===== src/core/dia_consts.vh =====
/*
  Constants for the deserializer audio output block: register offsets,
  field positions, reset values, link word layout and bit clock limits.
  Assumes a 100 MHz system clock and an 8-bit local register port.
*/
`ifndef DIA_CONSTS_VH
`define DIA_CONSTS_VH

`define DIA_OFS_PLL_CTRL     8'h2B
`define DIA_OFS_MCLK_CTRL    8'h3A
`define DIA_PLL_CTRL_RESET   8'h00
`define DIA_MCLK_CTRL_RESET  8'h06
`define DIA_BIT_PLL_OFF      7
`define DIA_BIT_CFG_OFF      0
`define DIA_MASK_LO          2
`define DIA_MASK_HI          5
`define DIA_BIT_MCLK_OVR     7
`define DIA_RATIO_HI         6
`define DIA_RATIO_LO         4
`define DIA_DIV_HI           3
`define DIA_DIV_LO           0
`define DIA_RATIO_X2         2'h1

`define DIA_SYS_CLK_MHZ      100
`define DIA_SYS_CLK_KHZ      100000
`define DIA_BCLK_MIN_KHZ     1000
`define DIA_BCLK_MAX_KHZ     13000
`define DIA_TICKS_PER_BCLK   8
`define DIA_DIV_MIN  ((`DIA_SYS_CLK_KHZ + `DIA_TICKS_PER_BCLK*`DIA_BCLK_MAX_KHZ - 1) / (`DIA_TICKS_PER_BCLK*`DIA_BCLK_MAX_KHZ))
`define DIA_DIV_MAX  (`DIA_SYS_CLK_KHZ / (`DIA_TICKS_PER_BCLK*`DIA_BCLK_MIN_KHZ))

`define DIA_WORD_W           27
`define DIA_SAMPLE_W         24
`define DIA_FIFO_DEPTH       8
`define DIA_SLOT_BITS        32

`endif


===== src/core/dia_audio_out.v =====
/*
  Audio output path: link audio words are sampled from the link pins,
  buffered, sorted into per-line left/right slots and sent out as I2S on
  four data lines with bit clock, word select and a master clock.
  Assumes link pins change on the falling edge of i_link_clk and the
  register port is driven from logic on i_sys_clk.
*/
`timescale 1ns/1ps
`default_nettype none
`include "dia_consts.vh"
module dia_audio_out (
  input  wire        i_sys_clk,
  input  wire        i_reset_n,
  input  wire        i_link_clk,
  input  wire        i_link_valid,
  input  wire [26:0] i_link_word,
  input  wire        i_link_island,
  input  wire        i_legacy_ser,
  input  wire        i_video_18bit,
  input  wire [7:0]  i_pclk_mhz,
  input  wire [7:0]  i_reg_addr,
  input  wire        i_reg_wr_en,
  input  wire [7:0]  i_reg_wdata,
  output wire [7:0]  o_reg_rdata,
  output wire        o_link_ready,
  output wire        o_audio_bit_clk,
  output wire        o_audio_word_select,
  output wire        o_audio_master_clk,
  output wire        o_audio_data_line_a,
  output wire        o_audio_data_line_b,
  output wire        o_audio_data_line_c,
  output wire        o_audio_data_line_d
);
  // active lines from transport and partner type
  function [3:0] dia_lane_mask;
    input frame_mode;
    input legacy;
    input v18;
    begin
      if (frame_mode) begin
        dia_lane_mask = 4'h1;
      end else if (legacy) begin
        dia_lane_mask = v18 ? 4'h3 : 4'h1;
      end else begin
        dia_lane_mask = 4'hF;
      end
    end
  endfunction

  // smallest legal tick divider not below the request, or DIA_DIV_MAX when no legal divider is
  function [3:0] dia_pick_div;
    input [3:0] req;
    input [7:0] pclk;
    integer     k;
    integer     res;
    integer     n;
    begin
      n   = req;
      res = `DIA_DIV_MAX;
      for (k = `DIA_DIV_MAX; k >= `DIA_DIV_MIN; k = k - 1) begin
        if (k >= n && k * 4 * pclk >= `DIA_SYS_CLK_MHZ) begin
          res = k;
        end
      end
      dia_pick_div = res[3:0];
    end
  endfunction

  // link pins: two-stage synchronisers
  reg        lclk_s1_q;
  reg        lclk_s2_q;
  reg        lclk_s3_q;
  reg        lval_s1_q;
  reg        lval_s2_q;
  reg [26:0] lword_s1_q;
  reg [26:0] lword_s2_q;
  reg [2:0]  strap_s1_q;
  reg [2:0]  strap_s2_q;
  reg [7:0]  pclk_s1_q;
  reg [7:0]  pclk_s2_q;

  always @(posedge i_sys_clk) begin
    if (!i_reset_n) begin
      lclk_s1_q  <= 1'b0;
      lclk_s2_q  <= 1'b0;
      lclk_s3_q  <= 1'b0;
      lval_s1_q  <= 1'b0;
      lval_s2_q  <= 1'b0;
      lword_s1_q <= 27'h0000000;
      lword_s2_q <= 27'h0000000;
      strap_s1_q <= 3'h1;
      strap_s2_q <= 3'h1;
      pclk_s1_q  <= 8'h00;
      pclk_s2_q  <= 8'h00;
    end else begin
      lclk_s1_q  <= i_link_clk;
      lclk_s2_q  <= lclk_s1_q;
      lclk_s3_q  <= lclk_s2_q;
      lval_s1_q  <= i_link_valid;
      lval_s2_q  <= lval_s1_q;
      lword_s1_q <= i_link_word;
      lword_s2_q <= lword_s1_q;
      strap_s1_q <= {i_video_18bit, i_legacy_ser, i_link_island};
      strap_s2_q <= strap_s1_q;
      pclk_s1_q  <= i_pclk_mhz;
      pclk_s2_q  <= pclk_s1_q;
    end
  end

  wire link_rise = lclk_s2_q & ~lclk_s3_q;

  // registers
  reg [7:0] pll_ctrl_q;
  reg [7:0] mclk_ctrl_q;
  reg [7:0] rdata_q;
  reg       link_ready_q;

  // mode is loaded from the far end unless software disables audio config
  wire       frame_mode = pll_ctrl_q[`DIA_BIT_CFG_OFF] | ~strap_s2_q[0];
  wire [3:0] lane_on    = dia_lane_mask(frame_mode, strap_s2_q[1], strap_s2_q[2]);
  wire       pll_off    = pll_ctrl_q[`DIA_BIT_PLL_OFF];

  always @(posedge i_sys_clk) begin
    if (!i_reset_n) begin
      pll_ctrl_q  <= `DIA_PLL_CTRL_RESET;
      mclk_ctrl_q <= `DIA_MCLK_CTRL_RESET;
      rdata_q     <= 8'h00;
    end else begin
      if (i_reg_wr_en && i_reg_addr == `DIA_OFS_PLL_CTRL) begin
        pll_ctrl_q <= {i_reg_wdata[7], 6'h00, i_reg_wdata[0]};
      end
      // ratio field only steers the clock once the override bit is set
      if (i_reg_wr_en && i_reg_addr == `DIA_OFS_MCLK_CTRL) begin
        mclk_ctrl_q <= i_reg_wdata;
      end
      case (i_reg_addr)
        `DIA_OFS_PLL_CTRL:  rdata_q <= {pll_ctrl_q[7], 1'b0, lane_on, 1'b0, pll_ctrl_q[0]};
        `DIA_OFS_MCLK_CTRL: rdata_q <= mclk_ctrl_q;
        default:            rdata_q <= 8'h00;
      endcase
    end
  end

  // buffer between link and slots
  wire        fifo_in_ready;
  wire        fifo_out_valid;
  wire [26:0] fifo_out_data;
  wire        drain_ready;

  dia_fifo #(
    .WIDTH (`DIA_WORD_W),
    .DEPTH (`DIA_FIFO_DEPTH),
    .AW    (3)
  ) u_fifo (
    .i_sys_clk   (i_sys_clk),
    .i_reset_n   (i_reset_n),
    .i_in_valid  (link_rise & lval_s2_q),
    .o_in_ready  (fifo_in_ready),
    .i_in_data   (lword_s2_q),
    .o_out_valid (fifo_out_valid),
    .i_out_ready (drain_ready),
    .o_out_data  (fifo_out_data)
  );

  always @(posedge i_sys_clk) begin
    if (!i_reset_n) begin
      link_ready_q <= 1'b0;
    end else begin
      link_ready_q <= fifo_in_ready;
    end
  end

  // word: [26:25] line, [24] right channel, [23:0] sample
  wire [1:0] w_line = fifo_out_data[26:25];
  wire [2:0] w_slot = fifo_out_data[26:24];
  reg [23:0] hold_q [0:7];
  reg [7:0]  slot_v_q;
  // stalls while the slot still holds an unsent sample, so the buffer fills
  assign drain_ready = ~lane_on[w_line] | ~slot_v_q[w_slot];
  wire   drain_take  = fifo_out_valid & drain_ready & lane_on[w_line];

  // clock generation
  reg [3:0] ndiv_q;
  reg [3:0] divcnt_q;
  reg [1:0] sub_q;
  reg       bclk_q;
  reg       mclk_q;
  reg       ws_q;
  reg [4:0] bitcnt_q;
  reg [31:0] sh_q [0:3];
  reg [3:0] data_q;

  wire       tick = (divcnt_q == ndiv_q - 4'h1);
  wire       fall = tick & (sub_q == 2'h3) & bclk_q;
  // band of the bit clock: lowest band runs slowest
  wire [1:0] band = (ndiv_q >= 4'h7) ? 2'h0 :
                    (ndiv_q >= 4'h4) ? 2'h1 :
                    (ndiv_q >= 4'h2) ? 2'h2 : 2'h3;
  wire [2:0] code = mclk_ctrl_q[`DIA_RATIO_HI:`DIA_RATIO_LO];
  wire [2:0] diff = code - {1'b0, band};
  // x1 = 0, x2 = 1, x4 = 2
  wire [1:0] ratio = !mclk_ctrl_q[`DIA_BIT_MCLK_OVR] ? `DIA_RATIO_X2 :
                     (code < {1'b0, band}) ? 2'h0 :
                     (diff > 3'h2) ? 2'h2 : diff[1:0];
  wire       mclk_tgl = tick & ((ratio == 2'h2) |
                                (ratio == 2'h1 & sub_q[0]) |
                                (ratio == 2'h0 & sub_q == 2'h3));

  integer l;

  always @(posedge i_sys_clk) begin
    if (!i_reset_n) begin
      ndiv_q   <= 4'h6;
      divcnt_q <= 4'h0;
      sub_q    <= 2'h0;
      bclk_q   <= 1'b0;
      mclk_q   <= 1'b0;
      ws_q     <= 1'b1;
      bitcnt_q <= 5'h1F;
      data_q   <= 4'h0;
      slot_v_q <= 8'h00;
      for (l = 0; l < 4; l = l + 1) begin
        sh_q[l] <= 32'h00000000;
      end
    end else begin
      // divider limited to the legal bit clock band
      ndiv_q <= dia_pick_div(mclk_ctrl_q[`DIA_DIV_HI:`DIA_DIV_LO], pclk_s2_q);
      if (tick) begin
        divcnt_q <= 4'h0;
        sub_q    <= sub_q + 2'h1;
      end else begin
        divcnt_q <= divcnt_q + 4'h1;
      end
      if (tick && sub_q == 2'h3) begin
        bclk_q <= ~bclk_q;
      end
      // master clock edges fall only on ticks while the pll is on, at the rate set by ratio, which keeps it locked to the bit clock
      if (pll_off) begin
        mclk_q <= 1'b0;
      end else if (mclk_tgl) begin
        mclk_q <= ~mclk_q;
      end
      if (fall) begin
        bitcnt_q <= bitcnt_q + 5'h01;
        if (bitcnt_q == 5'h1F) begin
          ws_q <= ~ws_q;
        end
        for (l = 0; l < 4; l = l + 1) begin
          data_q[l] <= sh_q[l][31];
          if (bitcnt_q == 5'h1F) begin
            // missing sample goes out as silence
            if (lane_on[l] && slot_v_q[{l[1:0], ~ws_q}]) begin
              sh_q[l] <= {hold_q[{l[1:0], ~ws_q}], 8'h00};
              slot_v_q[{l[1:0], ~ws_q}] <= 1'b0;
            end else begin
              sh_q[l] <= 32'h00000000;
            end
          end else begin
            sh_q[l] <= {sh_q[l][30:0], 1'b0};
          end
        end
      end
      if (drain_take) begin
        slot_v_q[w_slot] <= 1'b1;
      end
    end
  end

  always @(posedge i_sys_clk) begin
    if (drain_take) begin
      hold_q[w_slot] <= fifo_out_data[23:0];
    end
  end

  assign o_reg_rdata         = rdata_q;
  assign o_link_ready        = link_ready_q;
  assign o_audio_bit_clk     = bclk_q;
  assign o_audio_word_select = ws_q;
  assign o_audio_master_clk  = mclk_q;
  assign o_audio_data_line_a = data_q[0];
  assign o_audio_data_line_b = data_q[1];
  assign o_audio_data_line_c = data_q[2];
  assign o_audio_data_line_d = data_q[3];
endmodule // dia_audio_out
`default_nettype wire


===== src/core/dia_fifo.v =====
/*
  Small synchronous FIFO with valid/ready on both sides.
  Assumes one clock, synchronous active-low reset; DEPTH a power of two.
*/
`timescale 1ns/1ps
`default_nettype none
module dia_fifo #(
  parameter WIDTH = 27,
  parameter DEPTH = 8,
  parameter AW    = 3
) (
  input  wire             i_sys_clk,
  input  wire             i_reset_n,
  input  wire             i_in_valid,
  output wire             o_in_ready,
  input  wire [WIDTH-1:0] i_in_data,
  output wire             o_out_valid,
  input  wire             i_out_ready,
  output wire [WIDTH-1:0] o_out_data
);
  reg [WIDTH-1:0] mem_q [0:DEPTH-1];
  reg [AW-1:0]    wr_ptr_q;
  reg [AW-1:0]    rd_ptr_q;
  reg [AW:0]      count_q;
  wire            push;
  wire            pop;
  localparam [AW:0] FULL_COUNT = DEPTH;

  assign o_in_ready  = (count_q != FULL_COUNT);
  assign o_out_valid = (count_q != {(AW+1){1'b0}});
  assign o_out_data  = mem_q[rd_ptr_q];
  assign push        = i_in_valid & o_in_ready;
  assign pop         = o_out_valid & i_out_ready;

  always @(posedge i_sys_clk) begin
    if (push) begin
      mem_q[wr_ptr_q] <= i_in_data;
    end
  end

  always @(posedge i_sys_clk) begin
    if (!i_reset_n) begin
      wr_ptr_q <= {AW{1'b0}};
      rd_ptr_q <= {AW{1'b0}};
      count_q  <= {(AW+1){1'b0}};
    end else begin
      if (push) begin
        wr_ptr_q <= wr_ptr_q + 1'b1;
      end
      if (pop) begin
        rd_ptr_q <= rd_ptr_q + 1'b1;
      end
      if (push && !pop) begin
        count_q <= count_q + 1'b1;
      end else if (pop && !push) begin
        count_q <= count_q - 1'b1;
      end
    end
  end
endmodule // dia_fifo
`default_nettype wire


===== config.mk =====
export PLATFORM = sky130hd
export DESIGN_NAME = dia_audio_out
export DESIGN_NICKNAME = d
export VERILOG_FILES = /design/src/core/dia_audio_out.v /design/src/core/dia_fifo.v
export VERILOG_INCLUDE_DIRS = /design/src /design/src/core
export SDC_FILE = /design/constraint.sdc
export NUM_CORES = 1
export LEC_CHECK = 0
export BUFFER_PORTS_ARGS = -buffer_cell sky130_fd_sc_hd__buf_2
export CAP_MARGIN = 25
export CORE_MARGIN = 5
export CORE_UTILIZATION = 55
export DETAILED_ROUTE_END_ITERATION = 7
export HOLD_SLACK_MARGIN = 0.12
export PLACE_DENSITY = 0.72
export SYNTH_ARGS = -nofsm -noshare
export SYNTH_HDL_FRONTEND = slang
export SYNTH_HIERARCHICAL = 1
export SYNTH_SLANG_ARGS = --single-unit

===== constraint.sdc =====
create_clock -name i_sys_clk -period 8.4 [get_ports i_sys_clk]
set_input_delay 0.84 -clock i_sys_clk [delete_from_list [all_inputs] [get_ports i_sys_clk]]
set_output_delay 0.84 -clock i_sys_clk [all_outputs]
set_load 0.03 [all_outputs]

; ---- Word level (Yosys, flattened, before mapping)
; Memories as Yosys holds them, arrays and structs flattened. A register that Yosys moved wholly into a read port is not among the register bits.
; Cells that the tools add are included.
[totals]
mem_bits_rw = 532
memories = 3
input_bits = 59
ff_bits = 140
[mem_list]
columns = name, words, width, rd, rd_clocked_by_memory_dff, wr, line_no
row1 = u_fifo.mem_q, 8, 27, 1, 1, 1, dia_fifo.v:21  ; reg [WIDTH-1:0] mem_q [0:DEPTH-1];
row2 = hold_q, 8, 24, 4, 0, 1, dia_audio_out.v:176  ; reg [23:0] hold_q [0:7];
row3 = sh_q, 4, 31, 4, 0, 4, dia_audio_out.v:190  ; reg [31:0] sh_q [0:3];
[classes]
n_mul = 7
n_lt_le_gt_ge = 38
n_addsub = 9
n_bitwise = 43
eq_ne = 8
muxes = 125
n_reduce_logical = 34
[op_table]
columns = op, n
row1 = $mux 31, 12
row2 = $mux 8, 17
row3 = $mux 1, 65
row4 = $ge 13x7->1 const B, 4
row5 = $ge 14x7->1 const B, 3
row6 = $mul 3x8->11 const A, 3
row7 = $and 8x8->8, 4
row8 = $mux 3, 10
row9 = $mux 4, 7
row10 = $logic_and 1x1->1, 25
row11 = $ge 12x7->1 const B, 2
row12 = $mul 4x8->12 const A, 2
row13 = $mul 2x8->10 const A, 2
row14 = $eq 8x6->1 const B, 2
row15 = $ge 3x4->1 const A, 4
row16 = $ge 4x4->1 const A, 4
row17 = $or 1x1->1, 16
row18 = $pmux 8 s2, 1
row19 = $lt 3x4->1 const B, 3
row20 = $mux 2, 6
row21 = $ge 11x7->1 const B, 1
row22 = $and 1x1->1, 10
row23 = $ge 10x7->1 const B, 1
row24 = $ge 3x1->1 const B, 3
row25 = 39 further kinds, 57

; ---- Logic depth before layout (Yosys ltp)
[depth]
ltp_word = 28
mapped_depth = 16
depth_no_buf = 14

; ---- Cells and area by module
; Netlist, hierarchy kept.
[by_module_without_submodules]
columns = mod, seq_area_each_um2, cells_each, area_each_um2, n_inst
row1 = dia_audio_out, 11250.8, 1321, 17439.2, 1
row2 = dia_fifo, 6746.5, 385, 8987.4, 1

; ---- Least setup slack after synthesis
; No wires, ideal clock.
[synth_path]
kind = reg-to-reg
from = register (tool-made name)
to = memory hold_q[0][0] (enable)
period_less_slack_ps = 4724
t_arrival_ps = 4287
slack_ps = 3676
stages_incl_launch_ff = 11
required_time_ps = 7963
path_cell_list = dfxtp_1 -> buf_6 -> buf_6 -> mux4_1 -> mux2_2 -> buf_6 -> mux4_2 -> mux2_2 -> o21ai_2 -> o2111ai_1 -> nor3_1
[synth_rtl]
columns = element, line_no
row1 = "end, declared", dia_audio_out.v:176

==> flow_summary.toml <==
[layout]
syn2layout_area_growth_pct = 12.0
commonest_cells_after_routing_fill_and_taps_aside = "edfxtp_1, dfxtp_1, nand2_1"
finalNetCount = 1944
antennaDiodeCount = 0
layout_commonest_cell = "edfxtp_1"
layout.filler_cells = 3449
final_layout_size_suffix_gt1_share_pct = 15.8

[grt]
grt_pass1_vias = 14300
grt_start_max_net_pins = 83
grt_overflow_total = 0
grt_antenna_before_repair = 1
wire_length_of_the_first_global_routing_pass_um = 77900
global_route.usage.total_pct = 18.6

[synth]
synth_async_sr_flop_share_pct = 0
number_of_enable_type_register_cells_in_the_synthesized_netlist = 504
synth_sequential_area_ratio_pct = 68.1
ys_dominant_reg_cell = "edfxtp_1"
yosysWarningCount = 6
postSynthNetCount = 1855
synth.lib_cells_used.distinct = 77
yosys_register_bits = 647
avgSynthCellArea_um2 = 15.5
post_synth_inst_count = 1706
synthesis.area_um2 = 26400

[critical_path]
crit_path_max_fanout = 54
cp.required_ns = 8.92
rrSetupSlack_ns = 3.99
worstSetupStartpointType = "register"
worst-r2r-cell-count = 14
crit_arrival_ns = 4.93
crit_path_cell_trace = "buf_4 -> mux4_1 -> mux2_2 -> mux4_2 -> mux2_2 -> o21ai_2 -> nand2_1 -> ha_1 -> inv_1 -> ha_1 -> a21oi_1 -> a211oi_1 -> a31oi_1 -> mux2i_1"
r2r_end = "u_fifo/count_q[3]"
max_stage_delay_ns = 0.65
worst-setup-path-type = "register to register"
critical_path.slowest_cell = "buf_4"
worst_setup_path_end_kind = "register"

[power]
worst_voltage_drop_across_the_vdd_grid_mv = 0.224
swShare_pct = 24.7
power.static_leakage_nw = 11.0
pwr_density_cell_nw_per_um2 = 267
power_switching_mw = 1.95
comb_power_share_pct = 13.9
clk_network_pwr_share_pct = 35.9
power_frac_seq_pct = 50.2
internal_power_mw = 5.94

[min_path]
min_from = "strap_s1_q[0]"
hold_path.class = "register to register"
holdPathStages = 1
whs_endpoint = "strap_s2_q[0]"

[sta]
final_max_slew_viol_count = 0
finalWorstPathRequiredPeriod_ns = 4.41
total_count_of_hold_check_failures_in_the_final_report = 0
clock_skew_ns = 0.0258
setup-violations-final = 0
final_critical_path_share_of_the_clock_period_pct = 52.5
max-slew-margin-rel_pct = 34.8
rsz_0062_raised_after_global_routing = "false"
timing_worst_slew_pin_value_ns = 0.979
hold_ws_ns = 0.403
timing.fmax_mhz = 227
setup-tns-final_ns = 0

[route]
count_of_vias_placed_by_the_detailed_router = 14000
totalWireLength_um = 48600
detail_route.vias_per_cell = 5.70
postRouteAntennaNets = 0
drcViolationCount = 0
detail_route.wl_per_cell_um = 19.7
drt_first_iter_violations = 1176
drt_pre_antenna_iters = 5

[clocking]
clk_pin_slew_worst_paths_ns = 0.06
root_buffer = "clkbuf_16"
cts_buffers = 66
cts-root-to-sink-buffers = 3
clock_insertion_delay_worst_skew_ns = 0.60
cts_num_sinks = 647
tritoncts = "built"
cts_max_level = 3
cts-resized-gates = 0
cts-hold-fix-buffers = 0
cts_setup_buffers = 0

[floorplan]
core.rowCount = 80
die_outline_area_um2 = 52500
coreArea_um2 = 47600
chipWidth_um = 229
die-height_um = 229
num_io_pins = 75
floorplan.initialDensity_pct = 55.5

[place]
gpl.final_weighted_congestion = 0.825
place_hpwl_um = 28100
port_buffers = 74

[job]
max-cap-violations = 0

[outcome]
outcome = "completed"
-- cells in the mapped netlist (all sizes together) (45+ instances only) --
| cell | count | share of area [%] |
|---|---|---|
| mux2i | 87 | 3.3 |
| mux4 | 56 | 5.6 |
| a21oi | 63 | 1.2 |
| dfxtp | 143 | 11 |
| o21ai | 86 | 1.6 |
| ha | 71 | 3.4 |
| clkbuf | 45 | 0.64 |
| edfxtp | 504 | 57 |
| nor2 | 76 | 1.1 |
| mux2 | 55 | 2.3 |
| and2 | 94 | 2.2 |
| nand2 | 114 | 1.7 |
-- per-layer routing --
| metal | track usage, % | vias to the layer above | part of all wire, % |
|---|---|---|---|
| met5 | 0 | - | 0 |
| met4 | 4.66 | 0 | 1.7 |
| met3 | 3.33 | 64 | 5.8 |
| met2 | 31.3 | 329 | 49 |
| met1 | 25.5 | 7039 | 44 |
| li1 | - | 6600 | - |
-- worst max-delay path by stage --
stage,to,slack [ns],depth (start not counted)
2_1_floorplan,hold_q[0][0],3.68,10
3_3_place_gp,u_fifo/count_q[3],4.11,14
3_5_place_dp,u_fifo/count_q[3],4.02,14
4_1_cts,u_fifo/count_q[3],3.99,14
5_1_grt,u_fifo/count_q[3],3.70,14
6_report,u_fifo/count_q[3],3.99,14
-- kinds of logic (layout without fill, tap and decap cells) --
group | Yosys count | in the layout | synth area share (%)
flops | 647 | 647 | 68.1
buf+inv | 116 | 258 | 1.97
simple gates | 413 | 413 | 8.12
fa+ha+maj | 90 | 90 | 4.80
mux | 198 | 198 | 11.2
xor+xnor | 26 | 26 | 0.919
compound gates | 216 | 216 | 4.89
-- power by group through the flow --
stage          logic [mW]  registers, mW  clock network [mW]
2_1_floorplan       0.789           4.00                   0
3_3_place_gp         1.06           4.01                   0
3_5_place_dp         1.10           4.02                   0
4_1_cts              1.11           3.96                2.90
5_1_grt              1.20           3.98                3.04
6_report             1.10           3.96                2.83
-- worst max-delay path, delay by kind of cell (launching register included) --
| family | cells | cell delay [ns] |
|---|---|---|
| mux | 5 | 1.93 |
| buf+inv | 2 | 0.78 |
| compound gates | 4 | 0.62 |
| fa+ha+maj | 2 | 0.52 |
| flops | 1 | 0.31 |
| simple gates | 1 | 0.15 |
-- flip-flops by register name (all words and copies together) (netlist names), 5 cells and up, named ones only --
| register | cells |
|---|---|
| u_fifo/mem_q | 216 |
| hold_q | 192 |
| sh_q | 96 |
| lword_s1_q | 27 |
| lword_s2_q | 27 |
| mclk_ctrl_q | 8 |
| o_reg_rdata | 8 |
| pclk_s1_q | 8 |
| pclk_s2_q | 8 |
| slot_v_q | 8 |
| bitcnt_q | 5 |
-- through the flow --
step           setup slack (ns)  instances  util (%)  instance area, um2  power, mW
2_1_floorplan              3.68       1706         -               26400       4.79
4_1_cts                    3.99       2463      62.1               29600       7.97
3_3_place_gp               4.11       2341      57.6               27500       5.07
3_5_place_dp               4.02       2342      57.6               27500       5.12
5_1_grt                    3.70       2463      62.1               29600       8.22
6_report                   3.99       2463      62.1               29600       7.89
-- cell type report --
cell class	count	area [um2]	share of cell area, %
multi-input combinational	943	7980	27.0
sequential	647	18000	60.8
tap	615	769	2.60
clock inverter	32	244	0.824
timing repair buffer	99	568	1.92
clock buffer	89	1880	6.37
inverter	38	143	0.482
(Power assumes the default switching activity.)
